### src/rtl/ptmr_regs.svh
/*
  Register offsets, field positions, reset values and timing for the
  8-bit period timer.
  Assumes inclusion by bare name from the timer's design files.
*/
`ifndef PTMR_REGS_SVH
`define PTMR_REGS_SVH

// ----------------------------------------------------------------
// Register byte offsets
// ----------------------------------------------------------------
`define PTMR_OFF_COUNT      8'h00
`define PTMR_OFF_PERIOD     8'h04
`define PTMR_OFF_CONTROL    8'h08
`define PTMR_OFF_FLAG       8'h0C
`define PTMR_OFF_ENABLE     8'h10
`define PTMR_OFF_INTCTL     8'h14

// ----------------------------------------------------------------
// Field positions
// ----------------------------------------------------------------
`define PTMR_CTL_PRE_LSB    0
`define PTMR_CTL_PRE_MSB    1
`define PTMR_CTL_RUN_BIT    2
`define PTMR_CTL_POST_LSB   3
`define PTMR_CTL_POST_MSB   6
`define PTMR_FLAG_BIT       1
`define PTMR_ENA_BIT        1
`define PTMR_GIE_BIT        7
`define PTMR_PERIPHERAL_IRQ_ENABLE_BIT       6

// ----------------------------------------------------------------
// Reset values
// ----------------------------------------------------------------
`define PTMR_RST_COUNT      8'h00
`define PTMR_RST_PERIOD     8'hFF
`define PTMR_RST_CONTROL    8'h00
`define PTMR_CTL_MASK       8'h7F

// ----------------------------------------------------------------
// Timing: instruction clock is one quarter of the oscillator
// ----------------------------------------------------------------
`define PTMR_INSTR_DIV      4
`define PTMR_PRE_DIV_MID    4
`define PTMR_PRE_DIV_HIGH   16

`endif

### src/rtl/ptmr_pkg.sv
/*
  Types shared by the period timer files.
  Assumes nothing beyond a SystemVerilog compiler.
*/
package ptmr_pkg;

  typedef struct packed {
    logic [3:0] postscale_select;
    logic       timer_run;
    logic [1:0] prescale_select;
  } ptmr_ctl_type;

  typedef enum logic [1:0] {
    PTMR_RD_IDLE = 2'b00,
    PTMR_RD_RESP = 2'b01
  } ptmr_rd_type;

  typedef enum logic [1:0] {
    PTMR_WR_IDLE = 2'b00,
    PTMR_WR_RESP = 2'b01
  } ptmr_wr_type;

endpackage

### src/rtl/ptmr_prescale.sv
/*
  Prescaler for the period timer: divides the instruction-clock tick
  by 1, 4 or 16 and emits one tick pulse per output period.
  Assumes tick_in is a one-cycle pulse in the sys_clk domain.
*/
`timescale 1ns/1ps
`include "ptmr_regs.svh"
`default_nettype none

module ptmr_prescale
  import ptmr_pkg::*;
(
  input  wire logic       sys_clk,
  input  wire logic       sys_rst,
  input  wire logic       clear,
  input  wire logic       tick_in,
  input  wire logic [1:0] prescale_select,
  output logic            tick_out
);

  logic [3:0] pre_count;
  logic [3:0] pre_last;

  // ---------------------------------------------------------------
  // Division ratio
  // ---------------------------------------------------------------
  // ratio select
  always_comb begin
    unique case (prescale_select)
      2'b00:   pre_last = 4'h0;
      2'b01:   pre_last = 4'(`PTMR_PRE_DIV_MID - 1);
      default: pre_last = 4'(`PTMR_PRE_DIV_HIGH - 1);
    endcase
  end

  // ---------------------------------------------------------------
  // Counter
  // ---------------------------------------------------------------
  // cleared on request
  always_ff @(posedge sys_clk) begin
    if (sys_rst || clear) begin
      pre_count <= 4'h0;
    end else if (tick_in) begin
      if (pre_count >= pre_last) begin
        pre_count <= 4'h0;
      end else begin
        pre_count <= pre_count + 4'h1;
      end
    end
  end

  assign tick_out = tick_in && (pre_count >= pre_last);

endmodule
`default_nettype wire

### src/rtl/ptmr_top.sv
/*
  8-bit period timer with prescaler, postscaler, interrupt flag and an
  AXI4-Lite register slave.
  Assumes a single 200 MHz sys_clk, synchronous active-high sys_rst and
  a master that keeps AXI4-Lite handshake rules.
*/
// What this block does
// - The timer runs from a quarter-rate tick of sys_clk via the prescaler.
// - Control bits 1-0 select division by 1 (00), 4 (01) or 16 (1x).
// - The count register increments once per prescaler output pulse.
// - When count equals period, the next increment returns the count to zero.
// - Each match steps the postscaler, ratio 1 to 16 from control bits 6-3.
// - Each postscaler output sets the match interrupt flag.
// - Software may read and write count and period at any time.
// - Reset loads count with zero and period with all ones.
// - The timer counts only while control bit 2 is one.
// - Writes to count or control, and reset, clear prescaler and postscaler.
// - A control write leaves the count unchanged.
`timescale 1ns/1ps
`include "ptmr_regs.svh"
`default_nettype none

module ptmr_top
  import ptmr_pkg::*;
#(
  parameter int ADDR_W = 8
) (
  input  wire logic              sys_clk,
  input  wire logic              sys_rst,
  input  wire logic [ADDR_W-1:0] s_axi_awaddr,
  input  wire logic              s_axi_awvalid,
  output logic                   s_axi_awready,
  input  wire logic [31:0]       s_axi_wdata,
  input  wire logic [3:0]        s_axi_wstrb,
  input  wire logic              s_axi_wvalid,
  output logic                   s_axi_wready,
  output logic [1:0]             s_axi_bresp,
  output logic                   s_axi_bvalid,
  input  wire logic              s_axi_bready,
  input  wire logic [ADDR_W-1:0] s_axi_araddr,
  input  wire logic              s_axi_arvalid,
  output logic                   s_axi_arready,
  output logic [31:0]            s_axi_rdata,
  output logic [1:0]             s_axi_rresp,
  output logic                   s_axi_rvalid,
  input  wire logic              s_axi_rready,
  output logic [7:0]             timer_count_out,
  output logic                   match_pulse,
  output logic                   irq
);

  // Offsets need five bits; the decode widens to sixteen at most
  if (ADDR_W < 5 || ADDR_W > 16) begin : g_addr_w_bad
    $error("ADDR_W out of range");
  end

  // ---------------------------------------------------------------
  // State
  // ---------------------------------------------------------------
  logic [7:0]        timer_count;
  logic [7:0]        period_value;
  ptmr_ctl_type      timer_control;
  logic              match_irq_flag;
  logic              match_irq_enable;
  logic              global_irq_enable;
  logic              peripheral_irq_enable;
  logic [1:0]        instr_phase;
  logic              instr_tick;
  logic              pre_tick;
  logic [3:0]        post_count;
  logic              post_out;
  logic              scaler_clear;
  ptmr_wr_type       wr_state;
  ptmr_rd_type       rd_state;
  logic              aw_held;
  logic              w_held;
  logic [ADDR_W-1:0] aw_addr;
  logic [31:0]       w_data;
  logic [3:0]        w_strb;
  logic              wr_fire;
  logic              wr_lane0;
  logic              wr_count_hit;
  logic              wr_ctl_hit;
  logic              wr_flag_hit;
  logic [7:0]        next_count;

  function automatic logic addr_is(input logic [ADDR_W-1:0] a,
                                   input logic [7:0]        off);
    return 16'(a) == 16'(off);
  endfunction

  function automatic logic addr_known(input logic [ADDR_W-1:0] a);
    return addr_is(a, `PTMR_OFF_COUNT) || addr_is(a, `PTMR_OFF_PERIOD)
        || addr_is(a, `PTMR_OFF_CONTROL) || addr_is(a, `PTMR_OFF_FLAG)
        || addr_is(a, `PTMR_OFF_ENABLE) || addr_is(a, `PTMR_OFF_INTCTL);
  endfunction

  // ---------------------------------------------------------------
  // Write channel
  // ---------------------------------------------------------------
  // Address and data are caught independently, in either order
  assign s_axi_awready = (wr_state == PTMR_WR_IDLE) && !aw_held;
  assign s_axi_wready  = (wr_state == PTMR_WR_IDLE) && !w_held;
  assign wr_fire       = (wr_state == PTMR_WR_IDLE) && aw_held && w_held;
  assign wr_lane0      = wr_fire && w_strb[0];
  assign wr_count_hit  = wr_lane0 && addr_is(aw_addr, `PTMR_OFF_COUNT);
  assign wr_ctl_hit    = wr_lane0 && addr_is(aw_addr, `PTMR_OFF_CONTROL);
  assign wr_flag_hit   = wr_lane0 && addr_is(aw_addr, `PTMR_OFF_FLAG);

  always_ff @(posedge sys_clk) begin
    if (sys_rst) begin
      aw_held <= 1'b0;
      aw_addr <= '0;
    end else if (s_axi_awvalid && s_axi_awready) begin
      aw_held <= 1'b1;
      aw_addr <= s_axi_awaddr;
    end else if (wr_fire) begin
      aw_held <= 1'b0;
    end
  end

  always_ff @(posedge sys_clk) begin
    if (sys_rst) begin
      w_held <= 1'b0;
      w_data <= 32'h0000_0000;
      w_strb <= 4'h0;
    end else if (s_axi_wvalid && s_axi_wready) begin
      w_held <= 1'b1;
      w_data <= s_axi_wdata;
      w_strb <= s_axi_wstrb;
    end else if (wr_fire) begin
      w_held <= 1'b0;
    end
  end

  always_ff @(posedge sys_clk) begin
    if (sys_rst) begin
      wr_state     <= PTMR_WR_IDLE;
      s_axi_bvalid <= 1'b0;
      s_axi_bresp  <= 2'b00;
    end else begin
      unique case (wr_state)
        PTMR_WR_IDLE: begin
          if (wr_fire) begin
            wr_state     <= PTMR_WR_RESP;
            s_axi_bvalid <= 1'b1;
            s_axi_bresp  <= addr_known(aw_addr) ? 2'b00 : 2'b10;
          end
        end
        PTMR_WR_RESP: begin
          if (s_axi_bready) begin
            wr_state     <= PTMR_WR_IDLE;
            s_axi_bvalid <= 1'b0;
          end
        end
        default: wr_state <= PTMR_WR_IDLE;
      endcase
    end
  end

  // ---------------------------------------------------------------
  // Software-written registers
  // ---------------------------------------------------------------
  // period write
  always_ff @(posedge sys_clk) begin
    if (sys_rst) begin
      period_value <= `PTMR_RST_PERIOD;
    end else if (wr_lane0 && addr_is(aw_addr, `PTMR_OFF_PERIOD)) begin
      period_value <= w_data[7:0];
    end
  end

  always_ff @(posedge sys_clk) begin
    if (sys_rst) begin
      timer_control <= ptmr_ctl_type'(7'(`PTMR_RST_CONTROL));
    end else if (wr_ctl_hit) begin
      timer_control <= ptmr_ctl_type'(w_data[6:0]);
    end
  end

  always_ff @(posedge sys_clk) begin
    if (sys_rst) begin
      match_irq_enable      <= 1'b0;
      global_irq_enable     <= 1'b0;
      peripheral_irq_enable <= 1'b0;
    end else begin
      if (wr_lane0 && addr_is(aw_addr, `PTMR_OFF_ENABLE)) begin
        match_irq_enable <= w_data[`PTMR_ENA_BIT];
      end
      if (wr_lane0 && addr_is(aw_addr, `PTMR_OFF_INTCTL)) begin
        global_irq_enable     <= w_data[`PTMR_GIE_BIT];
        peripheral_irq_enable <= w_data[`PTMR_PERIPHERAL_IRQ_ENABLE_BIT];
      end
    end
  end

  // ---------------------------------------------------------------
  // Timebase
  // ---------------------------------------------------------------
  // quarter-rate tick
  always_ff @(posedge sys_clk) begin
    if (sys_rst) begin
      instr_phase <= 2'b00;
    end else begin
      instr_phase <= instr_phase + 2'b01;
    end
  end

  assign instr_tick = timer_control.timer_run
                   && (instr_phase == 2'(`PTMR_INSTR_DIV - 1));

  assign scaler_clear = wr_count_hit || wr_ctl_hit;

  ptmr_prescale u_prescale (
    .sys_clk         (sys_clk),
    .sys_rst         (sys_rst),
    .clear           (scaler_clear),
    .tick_in         (instr_tick),
    .prescale_select (timer_control.prescale_select),
    .tick_out        (pre_tick)
  );

  // ---------------------------------------------------------------
  // Count and match
  // ---------------------------------------------------------------
  // wrap after match
  assign match_pulse = pre_tick && (timer_count == period_value);

  always_comb begin
    next_count = timer_count;
    if (pre_tick) begin
      next_count = match_pulse ? 8'h00 : timer_count + 8'h01;
    end
  end

  always_ff @(posedge sys_clk) begin
    if (sys_rst) begin
      timer_count <= `PTMR_RST_COUNT;
    end else if (wr_count_hit) begin
      timer_count <= w_data[7:0];
    end else begin
      timer_count <= next_count;
    end
  end

  assign timer_count_out = timer_count;

  // ---------------------------------------------------------------
  // Postscaler and flag
  // ---------------------------------------------------------------
  // postscale steps on match
  assign post_out = match_pulse
                 && (post_count >= timer_control.postscale_select);

  always_ff @(posedge sys_clk) begin
    if (sys_rst || scaler_clear) begin
      post_count <= 4'h0;
    end else if (match_pulse) begin
      post_count <= post_out ? 4'h0 : post_count + 4'h1;
    end
  end

  // write zero clears, a one sets
  always_ff @(posedge sys_clk) begin
    if (sys_rst) begin
      match_irq_flag <= 1'b0;
    end else if (post_out) begin
      match_irq_flag <= 1'b1;
    end else if (wr_flag_hit) begin
      match_irq_flag <= w_data[`PTMR_FLAG_BIT];
    end
  end

  always_ff @(posedge sys_clk) begin
    if (sys_rst) begin
      irq <= 1'b0;
    end else begin
      irq <= match_irq_flag && match_irq_enable
          && peripheral_irq_enable && global_irq_enable;
    end
  end

  // ---------------------------------------------------------------
  // Read channel
  // ---------------------------------------------------------------
  assign s_axi_arready = (rd_state == PTMR_RD_IDLE);

  always_ff @(posedge sys_clk) begin
    if (sys_rst) begin
      rd_state     <= PTMR_RD_IDLE;
      s_axi_rvalid <= 1'b0;
      s_axi_rdata  <= 32'h0000_0000;
      s_axi_rresp  <= 2'b00;
    end else begin
      unique case (rd_state)
        PTMR_RD_IDLE: begin
          if (s_axi_arvalid) begin
            rd_state     <= PTMR_RD_RESP;
            s_axi_rvalid <= 1'b1;
            s_axi_rresp  <= addr_known(s_axi_araddr) ? 2'b00 : 2'b10;
            s_axi_rdata  <= 32'h0000_0000;
            if (addr_is(s_axi_araddr, `PTMR_OFF_COUNT)) begin
              s_axi_rdata[7:0] <= timer_count;
            end
            if (addr_is(s_axi_araddr, `PTMR_OFF_PERIOD)) begin
              s_axi_rdata[7:0] <= period_value;
            end
            if (addr_is(s_axi_araddr, `PTMR_OFF_CONTROL)) begin
              s_axi_rdata[6:0] <= timer_control;
            end
            if (addr_is(s_axi_araddr, `PTMR_OFF_FLAG)) begin
              s_axi_rdata[`PTMR_FLAG_BIT] <= match_irq_flag;
            end
            if (addr_is(s_axi_araddr, `PTMR_OFF_ENABLE)) begin
              s_axi_rdata[`PTMR_ENA_BIT] <= match_irq_enable;
            end
            if (addr_is(s_axi_araddr, `PTMR_OFF_INTCTL)) begin
              s_axi_rdata[`PTMR_GIE_BIT]  <= global_irq_enable;
              s_axi_rdata[`PTMR_PERIPHERAL_IRQ_ENABLE_BIT] <= peripheral_irq_enable;
            end
          end
        end
        PTMR_RD_RESP: begin
          if (s_axi_rready) begin
            rd_state     <= PTMR_RD_IDLE;
            s_axi_rvalid <= 1'b0;
          end
        end
        default: rd_state <= PTMR_RD_IDLE;
      endcase
    end
  end

endmodule
`default_nettype wire

### config.mk
export PLATFORM = sky130hd
export DESIGN_NAME = ptmr_top
export DESIGN_NICKNAME = d
export VERILOG_FILES = /design/src/rtl/ptmr_pkg.sv /design/src/rtl/ptmr_prescale.sv /design/src/rtl/ptmr_top.sv
export VERILOG_INCLUDE_DIRS = /design/src /design/src/rtl
export SDC_FILE = /design/constraint.sdc
export NUM_CORES = 1
export LEC_CHECK = 0
export BUFFER_PORTS_ARGS = -buffer_cell sky130_fd_sc_hd__buf_2
export CORE_ASPECT_RATIO = 1.2
export CORE_UTILIZATION = 43
export CTS_BUF_LIST = sky130_fd_sc_hd__clkbuf_16
export DETAILED_ROUTE_END_ITERATION = 6
export PLACE_DENSITY_LB_ADDON = 0.2
export SETUP_SLACK_MARGIN = 0.02
export SYNTH_ARGS = -nofsm -noshare
export SYNTH_HDL_FRONTEND = slang
export SYNTH_HIERARCHICAL = 1
export SYNTH_SLANG_ARGS = --single-unit
### constraint.sdc
create_clock -name sys_clk -period 7.3 [get_ports sys_clk]
set_input_delay 1.825 -clock sys_clk [delete_from_list [all_inputs] [get_ports sys_clk]]
set_output_delay 1.825 -clock sys_clk [all_outputs]
set_load 0.005 [all_outputs]
; ---- After elaboration in Yosys (flattened, before gate mapping)
; Index checks and enable logic that the tools add are counted.
; Widths: inputs -> output; s select.
[op_classes]
n_addsub = 4
n_lt_le_gt_ge = 2
eq_ne = 19
n_mux = 31
reduce_logical = 51
[ops]
columns = cell, n
row1 = $mux 8, 5
row2 = $eq 8x4->1 const B, 4
row3 = $eq 8x5->1 const B, 4
row4 = $logic_and 1x1->1, 20
row5 = $eq 8x3->1 const B, 2
row6 = $logic_not 8->1, 2
row7 = $mux 2, 7
row8 = $logic_or 1x1->1, 12
row9 = $reduce_bool 2->1, 6
row10 = $mux 1, 11
row11 = $add 4x1->4 const B, 2
row12 = $add 8x1->8 const B, 1
row13 = $eq 8x8->1, 1
row14 = $ge 4x4->1, 2
row15 = $mux 4, 2
row16 = $ne 2x2->1 const B, 4
row17 = $pmux 2 s2, 2
row18 = $pmux 4 s2, 1
row19 = $reduce_and 2->1, 4
row20 = $mux 7, 1
row21 = $eq 2x1->1 const B, 3
row22 = $logic_not 2->1, 3
row23 = $reduce_and 3->1, 2
row24 = $pmux 1 s2, 2
row25 = 3 further kinds, 4
[totals]
register_bits = 75
inputBits = 59
output_inout_bits = 51
wordCells = 132

; ---- Depth between registers and ports, before layout
; Gate-level depths: netlist of the first run.
[depth]
ltp_word = 8
mapped_depth = 13
mapped_depth_nobuf = 11

; ---- By module
; The synthesis of the first run kept the hierarchy.
[by_module_without_submodules]
columns = mod, n_inst, cells_each, area_each_um2, seq_area_each_um2
row1 = ptmr_top, 1, 412, 3343.2, 1301.2
row2 = ptmr_prescale, 1, 36, 331.6, 80.1

; ---- Least setup slack after synthesis of the first run
; Ideal clock, no wire load.
[synth_path]
path_type = reg-to-output
start = reg timer_control[1] (netlist name)
end = out match_pulse
arrival_time_ps = 2409
t_required_ps = 5475
setup_slack_ps = 3066
stages_incl_launch_ff = 12
path_buffers = 2
path_cell_list = dfxtp_1 or2_2 ha_1 nand2b_4 a2111oi_4 nor2_2 and2_1 clkbuf_1 nand2_1 or3_1 clkbuf_1 inv_1
[synth_via]
elab_chain_len = 5
elab_cells_between_ends = 6
cone_classes = order compare: 1 / eq/ne: 1 / mux: 1 / reduce/logical: 3
[synth_rtl]
columns = element, line_no
row1 = "start, declared", ptmr_top.sv:62  ; ptmr_ctl_type timer_control;
row2 = "start signal, assigned", ptmr_top.sv:175  ; timer_control <= ptmr_ctl_type'(7'(`PTMR_RST_CONTROL));
row3 = "start signal, assigned", ptmr_top.sv:177  ; timer_control <= ptmr_ctl_type'(w_data[6:0]);
row4 = $eq 2x1->1 / $logic_not 2->1 (equally long branches), ptmr_prescale.sv:29  ; unique case (prescale_select)
row5 = $pmux 4 s2 *, ptmr_prescale.sv:29
row6 = $ge 4x4->1 *, ptmr_prescale.sv:52  ; assign tick_out = tick_in && (pre_count >= pre_last);
row7 = $logic_and 1x1->1 *, ptmr_prescale.sv:52
row8 = net pre_tick, ptmr_top.sv:69  ; logic pre_tick;
row9 = $logic_and 1x1->1 *, ptmr_top.sv:227  ; assign match_pulse = pre_tick && (timer_count == period_value);
row10 = "end, declared", ptmr_top.sv:48  ; output logic match_pulse,
; The timed path passes the listed nets; every way through them passes the cells marked *.

; ---- Worst setup path after layout of the first run
; Same ends and word-level chain as after synthesis.

==> impl_results.md, run 1 <==
* CP arrival at 3.05 ns
* Post-cts sizing count at 0
* Share of synthesized registers carrying an async set or reset at 0%
* Max-slew violations at 0
* Max_slew headroom at 48.6%
* CP max FO at 10
* Initial Util at 44.8%
* # rows at 36
* Antenna violations before repair at 0
* FILL cells at 854
* EDFF count, synth at 0
* Post-CTS Setup Inserts at 0
* # DRC at 0
* Worst Skew at 0.00778 ns
* Crit path buf inv count at 2
* DRT iter0 DRCs at 170
* Post-route cell area at 4200 um2
* Cell-by-cell trace of the critical path: or2_2 > ha_1 > nand2b_4 > a2111oi_4 > nor2_2 > and2_1 > nand2_1 > or3_1 > inv_1 > buf_2
* Core Box Area at 8200 um2
* Delay-heaviest family, CP: simple AND/OR/NAND/NOR gates
* Die Footprint at 8920 um2
* Nature of the critical path startpoint: register
* DRT Wirelength at 8390 um
* Leakage power at 1.66 nW
* Worst-path clk slew at 0.06 ns
* Crit. path cell count at 10
* Clk_lat worst skew at 0.33 ns
* Slowest CP cell: a2111oi_4
* TritonCTS buffer count at 9
* Leading area contributor after synthesis: dfxtp_1
* TritonCTS clock tree: done
* Total iterations of the first detailed-routing run at 4
* Hold Path Class: reg2reg
* Setup ws final at 2.43 ns
* Final hold vios at 0
* RSZ-0062 raised after global routing: no
* First-pass GRT wire length at 13600 um
* Worst slew pin tran at 0.769 ns
* Min Tclk post-route at 4.87 ns
* Die height at 103 um
* Distinct cells, synth at 54
* Register Area at 1380 um2
* Multi-input logic area at 2050 um2
* Via-per-instance ratio at 5.16
* Post-synthesis area per instance at 8.20 um2
* Synth Cell Area at 3670 um2
* Seq/Total Area, Yosys at 37.6%
* Routed vias at 3153
* Post-Syn Instances at 448
* Seq cells post-synth at 69
* Fin crit share at 66.8%
* Clock Sinks at 69
* Clk root buf: clkbuf_16
* Fmax at 205 MHz
* Max Cap Viol at 0
* Synth Flop Type: dfxtp_1
* Port bufs at 56
* R2R cell count at 11
* Max incr delay on CP at 0.44 ns
* Pwr Density at 217 nW/um2
* Layout cells sized above 1 at 17.5%
* Final #Nets at 564
* Critical Path RT at 5.48 ns
* Chip Width at 86.4 um
* Antenna cell count at 0
* Setup violators final at 0
* Area Overhead vs Synth at 14.2%
* Outcome: completed
* Vias in the first global route at 2828
* Worst setup EP type: primary output
* DP Area at 3910 um2
* GRT overflow at 0
* Routed len/inst at 13.7 um
* I/O Pins at 110
* Dpl ws at 2.79 ns
* Min-Delay Path Depth at 1
* Syn. warnings at 6
* Post-route setup TNS at 0 ns
* GR Util All Layers at 19.8%
* Clock Path Buffers at 2
* Pin count of the biggest net entering global routing at 54
* Synth top area cells: dfxtp_1, nand2_1, a21oi_1
* CTS H-tree lvls at 3
* Max rail drop VDD at 128 uV
* CTS Hold Bufs at 0
* Top cell type's share of synthesized area at 37.6%
* Post-DRT Antenna Nets at 0
* WS Path Type: reg2out
* Placer congestion estimate at 0.811
* Hpwl dp at 6300 um
worst register-to-register path, cell delays in order (launching register included):
cell and delay (ns):
dfxtp_1 0.34, or2_2 0.33, ha_1 0.27, nand2b_4 0.14
a2111oi_4 0.44, nor2_2 0.10, and2_1 0.31, nand2_1 0.16
or3_1 0.31, inv_1 0.15, or3_1 0.33, a211oi_1 0.20
stage by stage:
stage	instances	util (%)	total power, W	hold WS [ns]
3_5_place_dp	596	47.6	0.000494	0.414
5_1_grt	611	51.2	0.000951	0.473
2_1_floorplan	473	-	0.000474	0.399
3_3_place_gp	596	47.6	0.000493	0.409
6_report	611	51.2	0.000912	0.427
4_1_cts	611	51.2	0.000920	0.426
final timing paths:
path,startpoint,end,slack (ns)
worst min-delay path,instr_phase[0]$_SDFF_PP0_,instr_phase[0]$_SDFF_PP0_,0.43
worst max-delay path,timer_control[1]$_SDFFE_PP0P_,match_pulse,2.43
worst max register to register,timer_control[1]$_SDFFE_PP0P_,timer_count_out[0]$_SDFFE_PP0P_,4.13
worst min register to register,instr_phase[0]$_SDFF_PP0_,instr_phase[0]$_SDFF_PP0_,0.43
registers in the layout, summed over array words and instances (netlist names):
register               cells
timer_control              7
match_irq_enable           1
w_strb                     1
instr_phase                2
global_irq_enable          1
peripheral_irq_enable      1
timer_count_out            8
post_count                 4
aw_addr                    8
s_axi_bresp                1
w_held                     1
u_prescale/pre_count       4
aw_held                    1
irq                        1
match_irq_flag             1
w_data                     8
period_value               8
s_axi_rresp                1
s_axi_rdata                8
s_axi_rvalid               1
s_axi_bvalid               1
cell type report:
cell class                 instances  share of cell area (%)
inverter                          12                    1.07
clock inverter                     6                    1.52
tap                              114                    3.40
timing repair buffer              57                    6.86
clock buffer                       9                    5.37
multi-input combinational        344                    48.9
sequential                        69                    32.9
cells by family (layout without fill, tap and decap cells):
| kind of cell | after synthesis | after routing | share of synthesized area [%] |
|---|---|---|---|
| buf+inv | 60 | 84 | 9.19 |
| xor+xnor | 11 | 11 | 2.62 |
| other cells | 1 | 26 | 0.102 |
| mux | 19 | 19 | 5.55 |
| flops | 69 | 69 | 37.6 |
| compound gates | 91 | 91 | 15.4 |
| fa+ha+maj | 12 | 12 | 4.09 |
| simple gates | 185 | 185 | 25.4 |
placed cells by master (no fill, tap or decap), types with 12 or more instances in the layout:
master	n
nand2_1	83
dfxtp_1	69
buf_2	56
a21oi_1	48
nand3_1	26
conb_1	26
nor2_1	21
mux2i_1	17
inv_1	12
ha_1	12
Yosys cell counts (5+ instances only):
cell,n
a21oi_1,48
nor3_1,6
nand4_1,5
ha_1,12
nand2b_1,8
inv_1,12
o21ai_0,10
xnor2_1,10
nand2_1,83
nor2b_1,8
nand3_1,26
buf_4,26
or3_1,5
dfxtp_1,69
mux2i_1,17
nor2_1,21
clkbuf_1,19
a211oi_1,6
power by group:
group | total, W | internal, W | switching (W)
registers | 0.000410 | 0.000390 | 0.0000199
logic | 0.0000755 | 0.0000323 | 0.0000432
clock network | 0.000427 | 0.000262 | 0.000165
total | 0.000912 | 0.000685 | 0.000228
routing by layer:
metal / vias up / wire [um] / global-route usage (%)
met5: - / 0 / 0
met4: 0 / 205 / 9.36
met3: 18 / 249 / 3.33
met2: 71 / 4250 / 34.4
met1: 1466 / 3680 / 24.0
li1: 1598 / - / -
(Power assumes the default switching activity.)
==> inputs of run 2 (changes only) <==
==> constraint.sdc (replaced) <==
create_clock -name sys_clk -period 4.9 [get_ports sys_clk]
set_input_delay 1.225 -clock sys_clk [delete_from_list [all_inputs] [get_ports sys_clk]]
set_output_delay 1.225 -clock sys_clk [all_outputs]
set_load 0.005 [all_outputs]
==> impl_results.md, run 2 (synthesis gave the netlist of run 1 again) <==
* Hpwl dp at 6200 um (was 6300 um)
* Nature of the critical path startpoint: register (unchanged)
* CTS H-tree lvls at 3 (unchanged)
* Post-CTS Setup Inserts at 0 (unchanged)
* CTS Hold Bufs at 0 (unchanged)
* WS Path Type: reg2out (unchanged)
* TritonCTS clock tree: done (unchanged)
* Max Cap Viol at 0 (unchanged)
* Max rail drop VDD at 207 uV (was 128 uV)
* Final #Nets at 564 (unchanged)
* Via-per-instance ratio at 5.15 (was 5.16)
* Commonest non-fill, non-tap cell in the layout: nand2_1 (unchanged)
* Worst slew pin tran at 0.755 ns (was 0.769 ns)
* Outcome: completed (unchanged)
* GRT overflow at 0 (unchanged)
* Routed vias at 3151 (was 3153)
* Setup violators final at 0 (unchanged)
* Fin crit share at 87.1%
* Leakage power at 1.69 nW (was 1.66 nW)
* Max incr delay on CP at 0.46 ns (was 0.44 ns)
* Crit path buf inv count at 2 (unchanged)
* Hold WS at 0.422 ns (was 0.427 ns)
* Dpl ws at 0.947 ns (was 2.79 ns)
* Core Box Area at 8200 um2 (unchanged)
* RSZ-0062 raised after global routing: no (unchanged)
* Final hold vios at 0 (unchanged)
* Die height at 103 um (unchanged)
* Min Tclk post-route at 4.27 ns
* Pwr Density at 342 nW/um2 (was 217 nW/um2)
* Fmax at 234 MHz
* Slowest CP cell: a2111oi_4 (unchanged)
* DRT Wirelength at 8340 um (was 8390 um)
* Worst Skew at 0.00623 ns (was 0.00778 ns)
* Pin count of the biggest net entering global routing at 54 (unchanged)
* Antenna cell count at 0 (unchanged)
* Die Footprint at 8920 um2 (unchanged)
* Total iterations of the first detailed-routing run at 4 (unchanged)
* Clk root buf: clkbuf_16 (unchanged)
* DRT iter0 DRCs at 161 (was 170)
* Clock Sinks at 69 (unchanged)
* Cell-by-cell trace of the critical path: or2_2 > ha_1 > nand2b_4 > a2111oi_4 > nor2_2 > and2_1 > nand2_1 > or3_1 > inv_1 > buf_2 (unchanged)
* Setup ws final at 0.632 ns (was 2.43 ns)
* Post-DRT Antenna Nets at 0 (unchanged)
* Delay-heaviest family, CP: simple AND/OR/NAND/NOR gates (unchanged)
* Clock Path Buffers at 2 (unchanged)
* FILL cells at 833 (was 854)
* Post-route setup TNS at 0 ns (unchanged)
* Hold Path Class: reg2reg (unchanged)
* CP max FO at 10 (unchanged)
* I/O Pins at 110 (unchanged)
* # DRC at 0 (unchanged)
* TritonCTS buffer count at 9 (unchanged)
* Worst-path clk slew at 0.06 ns (about the same)
* Antenna violations before repair at 0 (unchanged)
* GR Util All Layers at 19.6% (was 19.8%)
* Worst setup EP type: primary output (unchanged)
* Initial Util at 44.8% (unchanged)
* Area Overhead vs Synth at 15.6% (was 14.2%)
* First-pass GRT wire length at 13400 um (was 13600 um)
* Chip Width at 86.4 um (unchanged)
* # rows at 36 (unchanged)
* Placer congestion estimate at 0.841 (was 0.811)
* Final Util at 51.8% (was 51.2%)
* Port bufs at 56 (unchanged)
* Routed len/inst at 13.6 um (was 13.7 um)
* Layout cells sized above 1 at 17.5% (about the same)
* Commonest non-fill, non-tap cells in the layout: nand2_1, dfxtp_1, buf_2, a21oi_1 (unchanged)
* Critical Path RT at 3.67 ns (was 5.48 ns)
* CP arrival at 3.04 ns (was 3.05 ns)
* Total power at 0.00145 W (was 0.000912 W)
* Clk_lat worst skew at 0.33 ns (about the same)
* Vias in the first global route at 2789 (was 2828)
* Post-cts sizing count at 0 (unchanged)
* Max_slew headroom at 49.6% (was 48.6%)
* Max-slew violations at 0 (unchanged)
==> run 2: cell type report <==
cell class | instances | area [um2] | area share [%]
multi-input combinational | 344 | 2050 | 48.3
sequential | 69 | 1380 | 32.5
timing repair buffer | 57 | 288 | 6.78
clock buffer | 9 | 225 | 5.30
tap | 114 | 143 | 3.36
clock inverter | 7 | 115 | 2.71
inverter | 12 | 45.0 | 1.06
==> run 2: layer usage <==
metal | vias to the layer above | GRT usage (%) | share of wire, %
met5 | - | 0 | 0
met4 | 0 | 8.08 | 1.3
met3 | 9 | 4.05 | 3.7
met2 | 72 | 34.6 | 52
met1 | 1473 | 23.2 | 43
li1 | 1597 | - | -
==> run 2: worst paths after layout <==
kind	end	startpoint	slack [ns]	cells after the start
worst max register to register	timer_count_out[0]$_SDFFE_PP0P_	timer_control[1]$_SDFFE_PP0P_	1.72	11
worst max-delay path	match_pulse	timer_control[1]$_SDFFE_PP0P_	0.63	10
worst min register to register	instr_phase[0]$_SDFF_PP0_	instr_phase[0]$_SDFF_PP0_	0.42	1
worst min-delay path	instr_phase[0]$_SDFF_PP0_	instr_phase[0]$_SDFF_PP0_	0.42	1
==> run 2: where the power goes <==
part | leakage (nW) | internal, W | total, W | switching (W)
Sequential | 0.561 | 0.000581 | 0.000610 | 0.0000290
Combinational | 0.958 | 0.0000482 | 0.000113 | 0.0000644
Clock | 0.167 | 0.000495 | 0.000732 | 0.000237
==> run 2: worst register-to-register path, delay by kind of cell (launching register included) <==
family                     cells  cell delay (ns)
AOI/OAI and AO/OA              2             0.66
adders and majority gates      1             0.28
buffers and inverters          1             0.14
DFF                            1             0.35
and+or+nand+nor                7             1.69
==> run 2: stage by stage <==
step	instances	cell area (um2)
after floorplan	473	3770
after global placement	596	3910
after detailed placement	596	3910
after CTS	612	4250
after global routing	612	4250
final	612	4250
